**src/rtl/atc_defines.vh**
```
// Purpose: Constants for the auto-scan threshold-compare control block
// Assumes: Plain register port, 16-bit data, one clock
// Notes:   Register offsets are local choices; bit fields follow the control word
//
// Functional notes
// - Interrupt select: none, done, match, both
// - Compare mode: less, greater, inside, outside
// - Write mode: legacy, on match, discard, reserved
// - Band-gap requested only when bit set, active
// - Charge unit requested only when bit set, active
`ifndef ATC_DEFINES_VH
`define ATC_DEFINES_VH

// ==========================================================
// Register map
`define ATC_ADDR_W        4
`define ATC_OFS_CTRL      4'h0
`define ATC_OFS_STAT      4'h1
`define ATC_OFS_MASK      4'h2
`define ATC_OFS_RUN       4'h3
`define ATC_OFS_LO        4'h4
`define ATC_OFS_HI        4'h5
`define ATC_OFS_RESULT    4'h6

// ==========================================================
// Control word fields and reset values
`define ATC_CTRL_RST      16'h0000
`define ATC_CTRL_MASK     16'hF30F
`define ATC_BIT_SCANEN    15
`define ATC_BIT_LOWPWR    14
`define ATC_BIT_CTREQ     13
`define ATC_BIT_BANDGAP   12
`define ATC_INT_HI        9
`define ATC_INT_LO        8
`define ATC_WRM_HI        3
`define ATC_WRM_LO        2
`define ATC_CMP_HI        1
`define ATC_CMP_LO        0

// ==========================================================
// Field encodings
`define ATC_INT_NONE      2'h0
`define ATC_INT_DONE      2'h1
`define ATC_INT_MATCH     2'h2
`define ATC_INT_BOTH      2'h3
`define ATC_WRM_LEGACY    2'h0
`define ATC_WRM_SAVE      2'h1
`define ATC_WRM_CMPONLY   2'h2
`define ATC_WRM_RSVD      2'h3
`define ATC_CMP_LESS      2'h0
`define ATC_CMP_GREATER   2'h1
`define ATC_CMP_INSIDE    2'h2
`define ATC_CMP_OUTSIDE   2'h3

// ==========================================================
// Status bits and run register bits
`define ATC_ST_W          3
`define ATC_ST_SCANINT    0
`define ATC_ST_MATCH      1
`define ATC_ST_DONE       2
`define ATC_RUN_ACTIVE    0
`define ATC_RUN_ENABLE    1

`endif

```
**src/rtl/atc_ctrl.v**
```verilog
// Purpose: Auto-scan threshold-compare control for a SAR converter
// Assumes: Converter core gives a result strobe and a sequence-done strobe
// Notes:   Registers on a plain port; read data one cycle after read strobe
`timescale 1ns/100ps
`default_nettype none
`include "atc_defines.vh"

module atc_ctrl #(
  parameter DW = 12
) (
  input  wire                   clk,          // 10 MHz system clock
  input  wire                   rstn,         // Async reset, active low
  input  wire [`ATC_ADDR_W-1:0] regAddr,      // Register address
  input  wire [15:0]            regWdata,     // Write data
  input  wire                   regWr,        // Write strobe
  input  wire                   regRd,        // Read strobe
  output reg  [15:0]            regRdata,     // Read data, cycle after read
  input  wire                   convValid,    // Conversion result strobe
  input  wire [DW-1:0]          convResult,   // Conversion result
  input  wire                   seqDone,      // Threshold sequence complete
  output reg                    resultWe,     // Store result to buffer
  output reg  [DW-1:0]          resultData,   // Result to store
  output reg                    scanIrq,      // Scan event pulse
  output reg                    bandgapEn,    // Band-gap reference request
  output reg                    chargeUnitEn, // Charge-time unit request
  output reg                    lowPower,     // Low power after scan
  output reg                    irq           // Level interrupt
);

  // ==========================================================
  // Registers
  reg  [15:0]            ctrl_r;
  reg  [`ATC_ST_W-1:0]   stat_r;
  reg  [`ATC_ST_W-1:0]   mask_r;
  reg                    adcOn_r;
  reg                    adcActive_r;
  reg  [DW-1:0]          lo_r;
  reg  [DW-1:0]          hi_r;
  reg                    matchSeen_r;
  reg  [DW-1:0]          lastResult_r;
  reg  [`ATC_ST_W-1:0]   statSet;
  wire                   match;
  wire                   scanEn;
  wire [1:0]             intSel;
  wire [1:0]             wrMode;
  wire                   validMatch;
  reg                    fire;
  reg                    storeNow;

  assign scanEn     = ctrl_r[`ATC_BIT_SCANEN];
  assign intSel     = ctrl_r[`ATC_INT_HI:`ATC_INT_LO];
  assign wrMode     = ctrl_r[`ATC_WRM_HI:`ATC_WRM_LO];
  // Compare only counts while auto-scan is running
  assign validMatch = scanEn && convValid && match;

  atc_compare #(
    .DW(DW)
  ) uCmp (
    .mode   (ctrl_r[`ATC_CMP_HI:`ATC_CMP_LO]),
    .result (convResult),
    .bufLo  (lo_r),
    .bufHi  (hi_r),
    .match  (match)
  );

  // ==========================================================
  // Interrupt and store decisions
  always @*
  begin
    fire = 1'b0;
    case (intSel)
      `ATC_INT_DONE:  fire = scanEn && seqDone;
      `ATC_INT_MATCH: fire = validMatch;
      `ATC_INT_BOTH:  fire = scanEn && seqDone &&
                             (matchSeen_r || validMatch);
      default:        fire = 1'b0;
    endcase
    // Save mode drops scan status unless the result matched, except with interrupt select done
    if ((wrMode == `ATC_WRM_SAVE) && !validMatch && intSel != `ATC_INT_DONE)
      fire = fire && validMatch;
    storeNow = 1'b0;
    case (wrMode)
      `ATC_WRM_LEGACY: storeNow = convValid;
      `ATC_WRM_SAVE:   storeNow = validMatch;
      default:         storeNow = 1'b0;
    endcase
    statSet = {`ATC_ST_W{1'b0}};
    statSet[`ATC_ST_SCANINT] = fire;
    statSet[`ATC_ST_MATCH]   = validMatch;
    statSet[`ATC_ST_DONE]    = scanEn && seqDone;
  end

  // ==========================================================
  // Register writes and block state
  always @(posedge clk or negedge rstn)
  begin
    if (!rstn)
    begin
      ctrl_r       <= `ATC_CTRL_RST;
      mask_r       <= {`ATC_ST_W{1'b0}};
      stat_r       <= {`ATC_ST_W{1'b0}};
      adcOn_r      <= 1'b0;
      adcActive_r  <= 1'b0;
      lo_r         <= {DW{1'b0}};
      hi_r         <= {DW{1'b0}};
      matchSeen_r  <= 1'b0;
      lastResult_r <= {DW{1'b0}};
    end
    else
    begin
      if (regWr)
      begin
        if (regAddr == `ATC_OFS_CTRL)
          ctrl_r <= regWdata & `ATC_CTRL_MASK;
        else if (regAddr == `ATC_OFS_MASK)
          mask_r <= regWdata[`ATC_ST_W-1:0];
        else if (regAddr == `ATC_OFS_RUN)
        begin
          adcActive_r <= regWdata[`ATC_RUN_ACTIVE];
          adcOn_r     <= regWdata[`ATC_RUN_ENABLE];
        end
        else if (regAddr == `ATC_OFS_LO)
          lo_r <= regWdata[DW-1:0];
        else if (regAddr == `ATC_OFS_HI)
          hi_r <= regWdata[DW-1:0];
      end
      // A read clears status, but events of the same cycle stay set
      if (regRd && regAddr == `ATC_OFS_STAT)
        stat_r <= statSet;
      else
        stat_r <= stat_r | statSet;
      if (!scanEn || seqDone)
        matchSeen_r <= 1'b0;
      else if (validMatch)
        matchSeen_r <= 1'b1;
      if (convValid)
        lastResult_r <= convResult;
    end
  end

  // ==========================================================
  // Outputs, all registered
  always @(posedge clk or negedge rstn)
  begin
    if (!rstn)
    begin
      regRdata     <= 16'h0000;
      resultWe     <= 1'b0;
      resultData   <= {DW{1'b0}};
      scanIrq      <= 1'b0;
      bandgapEn    <= 1'b0;
      chargeUnitEn <= 1'b0;
      lowPower     <= 1'b0;
      irq          <= 1'b0;
    end
    else
    begin
      regRdata <= 16'h0000;
      if (regRd)
      begin
        if (regAddr == `ATC_OFS_CTRL)
          regRdata <= ctrl_r;
        else if (regAddr == `ATC_OFS_STAT)
          regRdata <= {{(16-`ATC_ST_W){1'b0}}, stat_r};
        else if (regAddr == `ATC_OFS_MASK)
          regRdata <= {{(16-`ATC_ST_W){1'b0}}, mask_r};
        else if (regAddr == `ATC_OFS_RUN)
          regRdata <= {14'h0000, adcOn_r, adcActive_r};
        else if (regAddr == `ATC_OFS_LO)
          regRdata <= {{(16-DW){1'b0}}, lo_r};
        else if (regAddr == `ATC_OFS_HI)
          regRdata <= {{(16-DW){1'b0}}, hi_r};
        else if (regAddr == `ATC_OFS_RESULT)
          regRdata <= {{(16-DW){1'b0}}, lastResult_r};
      end
      resultWe     <= storeNow;
      resultData   <= convResult;
      scanIrq      <= fire;
      bandgapEn    <= ctrl_r[`ATC_BIT_BANDGAP] && adcOn_r && adcActive_r;
      chargeUnitEn <= ctrl_r[`ATC_BIT_CTREQ] && adcOn_r && adcActive_r;
      // Low power holds from a finished scan until scan or low power is switched off
      if (!scanEn || !ctrl_r[`ATC_BIT_LOWPWR])
        lowPower <= 1'b0;
      else if (seqDone)
        lowPower <= 1'b1;
      irq          <= |((stat_r | statSet) & mask_r);
    end
  end

endmodule
`default_nettype wire

```
**src/rtl/atc_compare.v**
```verilog
// Purpose: Valid-match test of a conversion result against a buffer pair
// Assumes: Unsigned results; lo/hi are the buffer pair values
// Notes:   Purely combinational
`timescale 1ns/100ps
`default_nettype none
`include "atc_defines.vh"

module atc_compare #(
  parameter DW = 12
) (
  input  wire [1:0]    mode,      // Compare mode select
  input  wire [DW-1:0] result,    // Conversion result
  input  wire [DW-1:0] bufLo,     // Buffer entry / window low
  input  wire [DW-1:0] bufHi,     // Window high
  output reg           match      // Valid match
);

  always @*
  begin
    case (mode)
      `ATC_CMP_LESS:    match = (result < bufLo);
      `ATC_CMP_GREATER: match = (result > bufLo);
      `ATC_CMP_INSIDE:  match = (result >= bufLo) && (result <= bufHi);
      default:         match = (result < bufLo) || (result > bufHi);
    endcase
  end

endmodule
`default_nettype wire

```
**config.mk**
```make
export PLATFORM = sky130hd
export DESIGN_NAME = atc_ctrl
export DESIGN_NICKNAME = d
export VERILOG_FILES = /design/src/rtl/atc_ctrl.v /design/src/rtl/atc_compare.v
export VERILOG_INCLUDE_DIRS = /design/src /design/src/rtl
export SDC_FILE = /design/constraint.sdc
export NUM_CORES = 1
export LEC_CHECK = 0
export ABC_AREA = 1
export BUFFER_PORTS_ARGS = -buffer_cell sky130_fd_sc_hd__buf_4
export CAP_MARGIN = 30
export CORE_ASPECT_RATIO = 0.8
export CORE_MARGIN = 4
export CORE_UTILIZATION = 45
export DETAILED_ROUTE_END_ITERATION = 6
export MAX_ROUTING_LAYER = met4
export PLACE_DENSITY = 0.66
export SLEW_MARGIN = 0
export SYNTH_ARGS = -nofsm -noshare
export SYNTH_HDL_FRONTEND = slang
export SYNTH_SLANG_ARGS = --single-unit
```
**constraint.sdc**
```tcl
create_clock -name clk -period 2.2 [get_ports clk]
set_input_delay 0.44 -clock clk [delete_from_list [all_inputs] [get_ports clk]]
set_output_delay 0.44 -clock clk [all_outputs]
set_load 0.01 [all_outputs]
```
==> run metrics, run 1 <==
internal power=3.48 mW; # IOs=72; via count=3454; CTS tree=yes; area of the multi-input gates=1760 um^2; wire length per cell=15.4 um; critical path peak fanout=6; clk_skew=8.86 ps; slew at the pin closest to its max-slew limit=487 ps; port bufs=71; Post-Route Setup TNS=0 ps; number of max-cap violations=0; DP HPWL=7560 um; grt ovf=0; row count=31; post-synthesis sequential area ratio=52.8%; pwr dens=894 nW/um^2; DRT antenna net count=0; f_max=467 MHz; vias per inst=5.01; Final period util=97.4%; Leak=2.88 nW; CTS buffer count=9; Worst EP required=2420 ps; Yosys reg bits=89; clock share of power=36.1%; FF/Latch Area=2230 um^2; Die Height=94.6 um; # clock sinks=89; critical path capture point type=flop; top cell type's share of synthesized area=52.8%; relative slew slack=67.5%; core area=9110 um^2; clock root cell=clkbuf_16; post-route cell area=5500 um^2; WP data arrival=2360 ps; initial cell density of the core=46.3%; most frequent cells after synthesis=102 x nand2_1, 89 x dfrtp_1, 79 x inv_1; Sequential Power Share=40.9%; Fillers=788; Detailed Route WL=10600 um; CTS clk-pin slew, worst paths=60 ps; Final Slew Violations=0; Comb power frac=23.0%; initial antenna violation count=0; diode count=0; clk_lat worst skew=340 ps; DRT Pass-1 Iters=5; largest net degree at the start of global routing=90; first-pass GRT wire length=17000 um; Post-synth EDFFs=0; dpl cell area=4950 um^2; Post-synth ARST share=100%; fin cells=690; Final min period=2140 ps; Syn Nets=542; GR Util All Layers=20.7%; Nets=632; dpl cells=665; Hold Path Class=primary input to asynchronous set/reset pin; YS warnings=0; Finish-stage setup viols=0; # DRC=0; leading area contributor after synthesis=dfrtp_1; Distinct cells, synth=32; cts hold-fix bufs=0; Die Wd=116 um; RSZ-0062 raised after global routing=true; Crit Path Class=flop to flop; Bufs on Longest Clock Path=2; DRT iter0 DRCs=237; worst hold slack=114 ps; cell count after synthesis=480; layout cells sized above 1=28.0%; Worst VDD drop=481 uV; FF-to-FF path depth=17; ranking of synthesized cells by area=dfrtp_1 53%, nand2_1 9.1%, ha_1 7.1%; Cell Area, Synth=4220 um^2; Finished Core Util=60.3%; final hold violations=0; main flop type after synthesis=dfrtp_1; vias in the first global route=3372; Worst Setup Start Kind=flop; switch share=29.3%; H-tree depth=3; Switching Power=1.44 mW; Synth Area per Inst=8.79 um^2; Placer Congestion=0.863; most common cell in the netlist=nand2_1; Die Area=11000 um^2; Area Overhead vs Synth=30.3%; status=complete, no violations
-- metrics by stage --
step	setup slack (ps)	total power, mW
floorplan	230	2.62
global placement	2.85	2.97
detailed placement	-70.8	3.01
CTS	62.7	4.79
global route	-131	5.19
finish	56.4	4.92
-- registers in the layout, indices dropped and copies added, names as in the netlist, 3 cells and up --
signal,cells
stat_r,3
mask_r,3
ctrl_r,10
lo_r,12
resultData,12
hi_r,12
regRdata,16
lastResult_r,12
-- cell usage in the layout, fill, tap and decap left out, types with 2 or more instances in the layout --
master / synthesis / layout
a21oi_1: 18 / 17
a31oi_1: 4 / 4
buf_12: 0 / 2
buf_4: 0 / 87
bufinv_16: 0 / 3
clkbuf_16: 0 / 9
dfrtp_1: 89 / 89
ha_1: 24 / 16
ha_4: 0 / 8
inv_1: 79 / 70
inv_2: 5 / 14
inv_6: 0 / 3
mux2_2: 3 / 3
nand2_1: 102 / 99
nand2_2: 12 / 13
nand2_4: 2 / 4
nand3_1: 4 / 3
nand3_2: 2 / 3
nand4_1: 4 / 4
nor2_1: 32 / 32
nor2_2: 5 / 4
nor2_4: 2 / 3
nor3_1: 3 / 3
o21ai_0: 38 / 38
o21ai_1: 18 / 18
o22ai_1: 14 / 14
-- layout make-up --
class | count | area share [%]
tap | 115 | 2.62
timing repair buffer | 89 | 12.6
clock inverter | 7 | 2.25
clock buffer | 9 | 4.10
inverter | 85 | 5.80
sequential | 89 | 40.5
multi-input combinational | 296 | 32.1
-- metal layers --
metal | routed length [um] | vias up | GRT usage, %
met3 | 646 | 14 | 4.48
li1 | - | 1712 | -
met2 | 4990 | 104 | 30.2
met1 | 4840 | 1624 | 28.9
met4 | 123 | 0 | 6.47
met5 | 0 | - | -
-- critical path, cell delays in order, from the launching register on --
cell	delay, ps
dfrtp_1	400
inv_2	100
ha_4	200
a21o_1	200
nor2_4	160
nand3_2	110
nand2_1	80
nand2_1	60
nor2_2	110
nand2_2	70
nand2_4	120
nand2_2	70
nand2_1	60
nand2_1	60
nand2_2	80
nand3_2	50
nand2_1	50
nand2_1	40
-- timing repair --
| item | 4_1_cts | 5_1_grt |
|---|---|---|
| setup endpoints to repair | 0 | 3 |
| setup buffers | 0 | 9 |
| resized for setup | 0 | 25 |
-- cell families (layout without fill, tap and decap cells) --
| group | after synthesis | in the layout | share of synthesized area (%) |
|---|---|---|---|
| AND/OR/NAND/NOR | 170 | 170 | 17.9 |
| AO/OA/AOI/OAI | 99 | 99 | 12.9 |
| buffers and inverters | 95 | 190 | 8.48 |
| flip-flops | 89 | 89 | 52.8 |
| adder cells (fa/ha/maj) | 24 | 24 | 7.12 |
| multiplexers | 3 | 3 | 0.801 |
-- final timing paths --
path	start	end	slack [ps]
worst max-delay path	lo_r[11]$_DFFE_PN0P_	irq$_DFF_PN0_	60
worst min-delay path	rstn	lo_r[10]$_DFFE_PN0P_	110
worst min register to register	lo_r[6]$_DFFE_PN0P_	lo_r[6]$_DFFE_PN0P_	490
min in group clk	convResult[0]	resultData[0]$_DFF_PN0_	220
max in group asynchronous	rstn	resultData[5]$_DFF_PN0_	1680
worst max register to register	lo_r[11]$_DFFE_PN0P_	irq$_DFF_PN0_	60
-- power groups by stage --
stage,Combinational [mW],Sequential [mW],Clock [mW]
global placement,0.947,2.02,0
CTS,0.985,2.00,1.80
detailed placement,0.979,2.03,0
global route,1.27,2.04,1.88
floorplan,0.614,2.01,0
finish,1.13,2.01,1.78
No activity file was read; power rests on OpenSTA's default activity.
==> run 2: changes to the inputs <==
--- a/config.mk
+++ b/config.mk
@@ -15,6 +15,7 @@
 export DETAILED_ROUTE_END_ITERATION = 6
 export MAX_ROUTING_LAYER = met4
 export PLACE_DENSITY = 0.66
+export SETUP_SLACK_MARGIN = 0.15
 export SLEW_MARGIN = 0
 export SYNTH_ARGS = -nofsm -noshare
 export SYNTH_HDL_FRONTEND = slang
==> run 2 against run 1 <==
Power up 0.32%; sequential power about the same; largest power group unchanged; critical path type unchanged; cell count stayed put; critical path depth grew 1; clock-buffer cell count unchanged; clock power barely moved; global-route usage up 0.42 points; flip-flop and latch count unchanged; setup slack gained 36 ps.
==> run metrics, run 2 (synthesis results as in run 1) <==
status=complete, no violations; pwr dens=892 nW/um^2; Worst VDD drop=482 uV; CTS clk-pin slew, worst paths=70 ps; Worst path slowest cell=dfrtp_1; DRT iter0 DRCs=229; diode count=0; # IOs=72; core area=9110 um^2; Bufs on Longest Clock Path=2; first-pass GRT wire length=17400 um; DRT Pass-1 Iters=5; critical path capture point type=flop; clk_lat worst skew=340 ps; via count=3481; clk_skew=8.17 ps; Sequential Power Share=40.8%; post-route cell area=5530 um^2; # clock sinks=89; final hold violations=0; wire length per cell=15.4 um; cell family with most CP delay=simple AND/OR/NAND/NOR gates; slew at the pin closest to its max-slew limit=495 ps; relative slew slack=67.0%; RSZ-0062 raised after global routing=true; Leak=2.88 nW; Final Slew Violations=0; commonest cells after routing, fill and taps aside=99 x nand2_1, 89 x dfrtp_1, 87 x buf_4, 68 x inv_1, 38 x o21ai_0; worst hold slack=110 ps; layout cells sized above 1=29.2%; CTS tree=yes; CP Cell Sequence=inv_2 > ha_1 > a21oi_1 > nand2_2 > nand2_2 > nand3_2 > nand2_1 > nand2_1 > nor2_2 > nand2_2 > nand2_4 > nand2_2 > nand2_1 > nand2_1 > nand2_2 > nand3_2 > nand2_1 > nand2_1; vias per inst=5.04; row count=31; grt ovf=0; Switching Power=1.44 mW; dpl cell area=4950 um^2; Finish-stage setup viols=0; largest net degree at the start of global routing=90; Final min period=2110 ps; critical path peak fanout=6; Finished Core Util=60.7%; Detailed Route WL=10600 um; initial antenna violation count=0; clock root cell=clkbuf_16; Comb power frac=23.4%; vias in the first global route=3464; met1 GRT Util=29.0%; GR Util All Layers=21.1%; Area Overhead vs Synth=31.1%; H-tree depth=3; Final period util=95.8%; GR Util met3=4.61%; Die Height=94.6 um; worst reg-to-reg setup slack=90 ps; most common cell after layout, fill and taps aside=nand2_1; switch share=29.3%; Nets=632; internal power=3.49 mW; # DRC=0; Placer Congestion=0.863; most frequent CP cell=nand2_1; port bufs=71; worst path buffer plus inverter count=1; number of max-cap violations=0; Biggest register=regRdata; Die Area=11000 um^2; crit-path max cell delay=370 ps; Worst EP required=2420 ps; number of flip-flops in the largest register=16; f_max=474 MHz; DRT antenna net count=0; initial cell density of the core=46.3%; clock share of power=35.8%; Hold Path Class=primary input to asynchronous set/reset pin; Crit Path Class=flop to flop; CTS buffer count=9; Die Wd=116 um; WP data arrival=2330 ps; GRT busiest layer=met2; DP HPWL=7560 um; Worst Setup Start Kind=flop; cts hold-fix bufs=0; met2 GRT Util=31.5%
==> run 2: cell types whose count changed in the layout (fill, tap and decap cells not counted) <==
cell     delta
a21oi_2     +2
nor2_1      -1
nor2_2      +1
ha_4        +2
inv_1       -2
ha_1        -2
a21oi_1     -2
inv_2       +2
==> run 2: area by class of cell <==
class                      count  area (um^2)
fill                         782         3580
sequential                    89         2230
multi-input combinational    296         1800
timing repair buffer          89          693
inverter                      85          319
clock buffer                   9          225
tap                          115          144
clock inverter                 7          124
==> run 2: power by group through the flow <==
| stage | registers, mW | clock network [mW] | logic, mW |
|---|---|---|---|
| after floorplan | 2.01 | 0 | 0.614 |
| after global placement | 2.02 | 0 | 0.947 |
| after detailed placement | 2.03 | 0 | 0.979 |
| after CTS | 2.01 | 1.80 | 1.06 |
| after global routing | 2.04 | 1.88 | 1.30 |
| final | 2.01 | 1.77 | 1.15 |
==> run 2: path summary, 6_finish.rpt <==
| kind | depth (start not counted) | start | end |
|---|---|---|---|
| setup / recovery | 18 | lo_r[3]$_DFFE_PN0P_ | irq$_DFF_PN0_ |
| hold / removal | 2 | rstn | resultData[8]$_DFF_PN0_ |
| setup reg to reg | 18 | lo_r[3]$_DFFE_PN0P_ | irq$_DFF_PN0_ |
| hold reg to reg | 2 | lo_r[4]$_DFFE_PN0P_ | lo_r[4]$_DFFE_PN0P_ |
| max in group asynchronous | 2 | rstn | hi_r[6]$_DFFE_PN0P_ |
| min in group clk | 1 | convResult[0] | resultData[0]$_DFF_PN0_ |
==> run 2: per-stage QoR <==
step | std cells | setup WS (ps) | power [mW] | setup TNS [ps]
floorplan | 480 | 230 | 2.62 | 0
global placement | 665 | 2.85 | 2.97 | 0
detailed placement | 665 | -70.8 | 3.01 | -91.6
CTS | 685 | 144 | 4.87 | 0
global route | 690 | -84.7 | 5.22 | -99.1
finish | 690 | 92.0 | 4.93 | 0
==> run 2: per-layer routing <==
metal / vias to the layer above / wire length [um]
met2: 102 / 5020
li1: 1715 / -
met3: 12 / 666
met5: - / 0
met1: 1652 / 4850
met4: 0 / 102
==> run 2: worst register-to-register path: stages (launching register included) <==
cell and delay, ps:
dfrtp_1 370, inv_2 60, ha_1 300, a21oi_1 180
nand2_2 70, nand2_2 90, nand3_2 80, nand2_1 70
nand2_1 60, nor2_2 110, nand2_2 70, nand2_4 110
nand2_2 70, nand2_1 60, nand2_1 60, nand2_2 80
nand3_2 60, nand2_1 50, nand2_1 40
==> run 2: repair_timing <==
item	in CTS	in global routing
pin swaps	4	13
buffers inserted	4	5
setup endpoints to repair	2	3
resized for setup	18	14
==> run 3: changes to the inputs <==
--- a/config.mk
+++ b/config.mk
@@ -11,10 +11,10 @@
 export CAP_MARGIN = 30
 export CORE_ASPECT_RATIO = 0.8
 export CORE_MARGIN = 4
-export CORE_UTILIZATION = 45
+export CORE_UTILIZATION = 56
 export DETAILED_ROUTE_END_ITERATION = 6
 export MAX_ROUTING_LAYER = met4
-export PLACE_DENSITY = 0.66
+export PLACE_DENSITY = 0.8
 export SETUP_SLACK_MARGIN = 0.15
 export SLEW_MARGIN = 0
 export SYNTH_ARGS = -nofsm -noshare
==> run 3 against run 2 <==
The flow now finishes with violations (DRC, setup timing); critical path type unchanged; clock power decreased by 33%; combinational power grew 17%; critical path depth did not move; register-to-register slack worse by 140 ps.
==> run metrics, run 3 (synthesis results as in run 1) <==
CTS tree=yes; Die Area=8990 um^2; DRT iter0 DRCs=287; dpl cell area=4900 um^2; met2 GRT Util=37.7%; Biggest register=regRdata; grt ovf=0; Reg2Reg Launch Point=lo_r[9]$_DFFE_PN0P_; DP HPWL=7520 um; r2r endpoint=irq$_DFF_PN0_; Worst EP required=2460 ps; GR Util met3=4.97%; Area Overhead vs Synth=31.7%; core area=7360 um^2; # clock sinks=89; Finish-stage setup viols=3; post-route cell area=5550 um^2; Die Wd=105 um; worst reg-to-reg setup slack=-50 ps; first-pass GRT wire length=17200 um; row count=28; met1 GRT Util=35.1%; Final period util=102%; critical path peak fanout=4; GR Util All Layers=25.0%; clk_lat worst skew=370 ps; failing checks=DRC, setup timing; slew at the pin closest to its max-slew limit=514 ps; initial cell density of the core=57.3%; Die Height=85.6 um; wire length per cell=17.1 um; Bufs on Longest Clock Path=2; vias per inst=5.55; layout cells sized above 1=34.1%; number of max-cap violations=0; pwr dens=821 nW/um^2; Worst Setup Start Kind=flop; FF/Latch Area=2230 um^2; clk_skew=8.14 ps; dpl cells=639; largest net degree at the start of global routing=51; H-tree depth=3; commonest cells after routing, fill and taps aside=94 x nand2_1, 94 x buf_4, 89 x dfrtp_1, 60 x inv_1, 38 x o21ai_0; Tot Pwr=4.56 mW; GRT busiest layer=met2; number of flip-flops in the largest register=16; critical path capture point type=flop; CTS buffer count=9; DRT Pass-1 Iters=7; area of the multi-input gates=1960 um^2; WP data arrival=2510 ps; clock root cell=clkbuf_8; f_max=445 MHz; FF-to-FF path depth=18; Placer Congestion=0.977; # DRC=1; # IOs=72; final hold violations=0; Leak=2.85 nW; relative slew slack=65.8%; via count=3721; Crit Path Class=flop to flop; vias in the first global route=3523; Final min period=2250 ps; Fillers=483; Final Slew Violations=0; status=finished, violations left; Nets=638; Hold Path Class=primary input to asynchronous set/reset pin; diode count=0; slack of the critical path=-47.4 ps; port bufs=71; DRT antenna net count=0; Worst VDD drop=487 uV; fin cells=671; RSZ-0062 raised after global routing=true; initial antenna violation count=0; CTS clk-pin slew, worst paths=90 ps; Detailed Route WL=11500 um
-- run 3: report_power, final --
group          switching, mW  leakage, nW  internal [mW]
clock network          0.633        0.104          0.550
logic                  0.753         1.64          0.597
registers              0.167         1.11           1.86
-- run 3: how the worst max path moves through the flow --
stage	slack [ps]	start	depth (start not counted)	end
2_1_floorplan	230	convResult[11]	16	irq$_DFF_PN0_
3_3_place_gp	20	convResult[11]	17	irq$_DFF_PN0_
3_5_place_dp	-100	convResult[9]	18	irq$_DFF_PN0_
4_1_cts	120	lo_r[9]$_DFFE_PN0P_	21	irq$_DFF_PN0_
5_1_grt	-120	lo_r[5]$_DFFE_PN0P_	19	irq$_DFF_PN0_
6_report	-50	lo_r[9]$_DFFE_PN0P_	18	irq$_DFF_PN0_
-- run 3: critical path, stage by stage, from the launching register on --
cell and delay [ps]:
dfrtp_1 380, inv_2 70, ha_4 280, nand2_4 50, nor2_4 110, buf_4 120, nand2_2 70, nand2_1 100
nor2_2 40, nor2_1 240, a21oi_4 110, nand2_4 120, nand2_4 70, nor2_4 80, nor2_2 40, nand2_2 80
nand3_2 60, nand2_1 70, nand2_1 50
-- run 3: per-layer routing --
metal,part of all wire (%),up-vias
met2,48,171
met1,42,1795
met5,0,-
met4,3.0,0
met3,7.0,37
li1,-,1718
-- run 3: per-stage QoR --
step                hold WS, ps  setup TNS, ps  util [%]  setup slack [ps]
detailed placement          450           -126      66.6             -95.7
global placement            441              0      66.6              18.4
finish                     36.5           -114      75.5             -47.4
floorplan                   144              0         -               230
global route               69.1           -365      75.5              -124
CTS                        52.8              0      71.5               115
-- run 3: repair_timing --
action / CTS / global route
gates resized for setup: 18 / 41
setup buffers: 6 / 10
setup endpoints to repair: 2 / 3
gates cloned: 0 / 0
hold buffers: 0 / 0
pin swaps: 8 / 20
-- run 3: cell type report --
type,instances,share of cell area (%)
clock buffer,9,2.23
clock inverter,7,1.55
inverter,85,5.74
multi-input combinational,296,35.3
sequential,89,40.1
tap,90,2.03
timing repair buffer,95,13.1
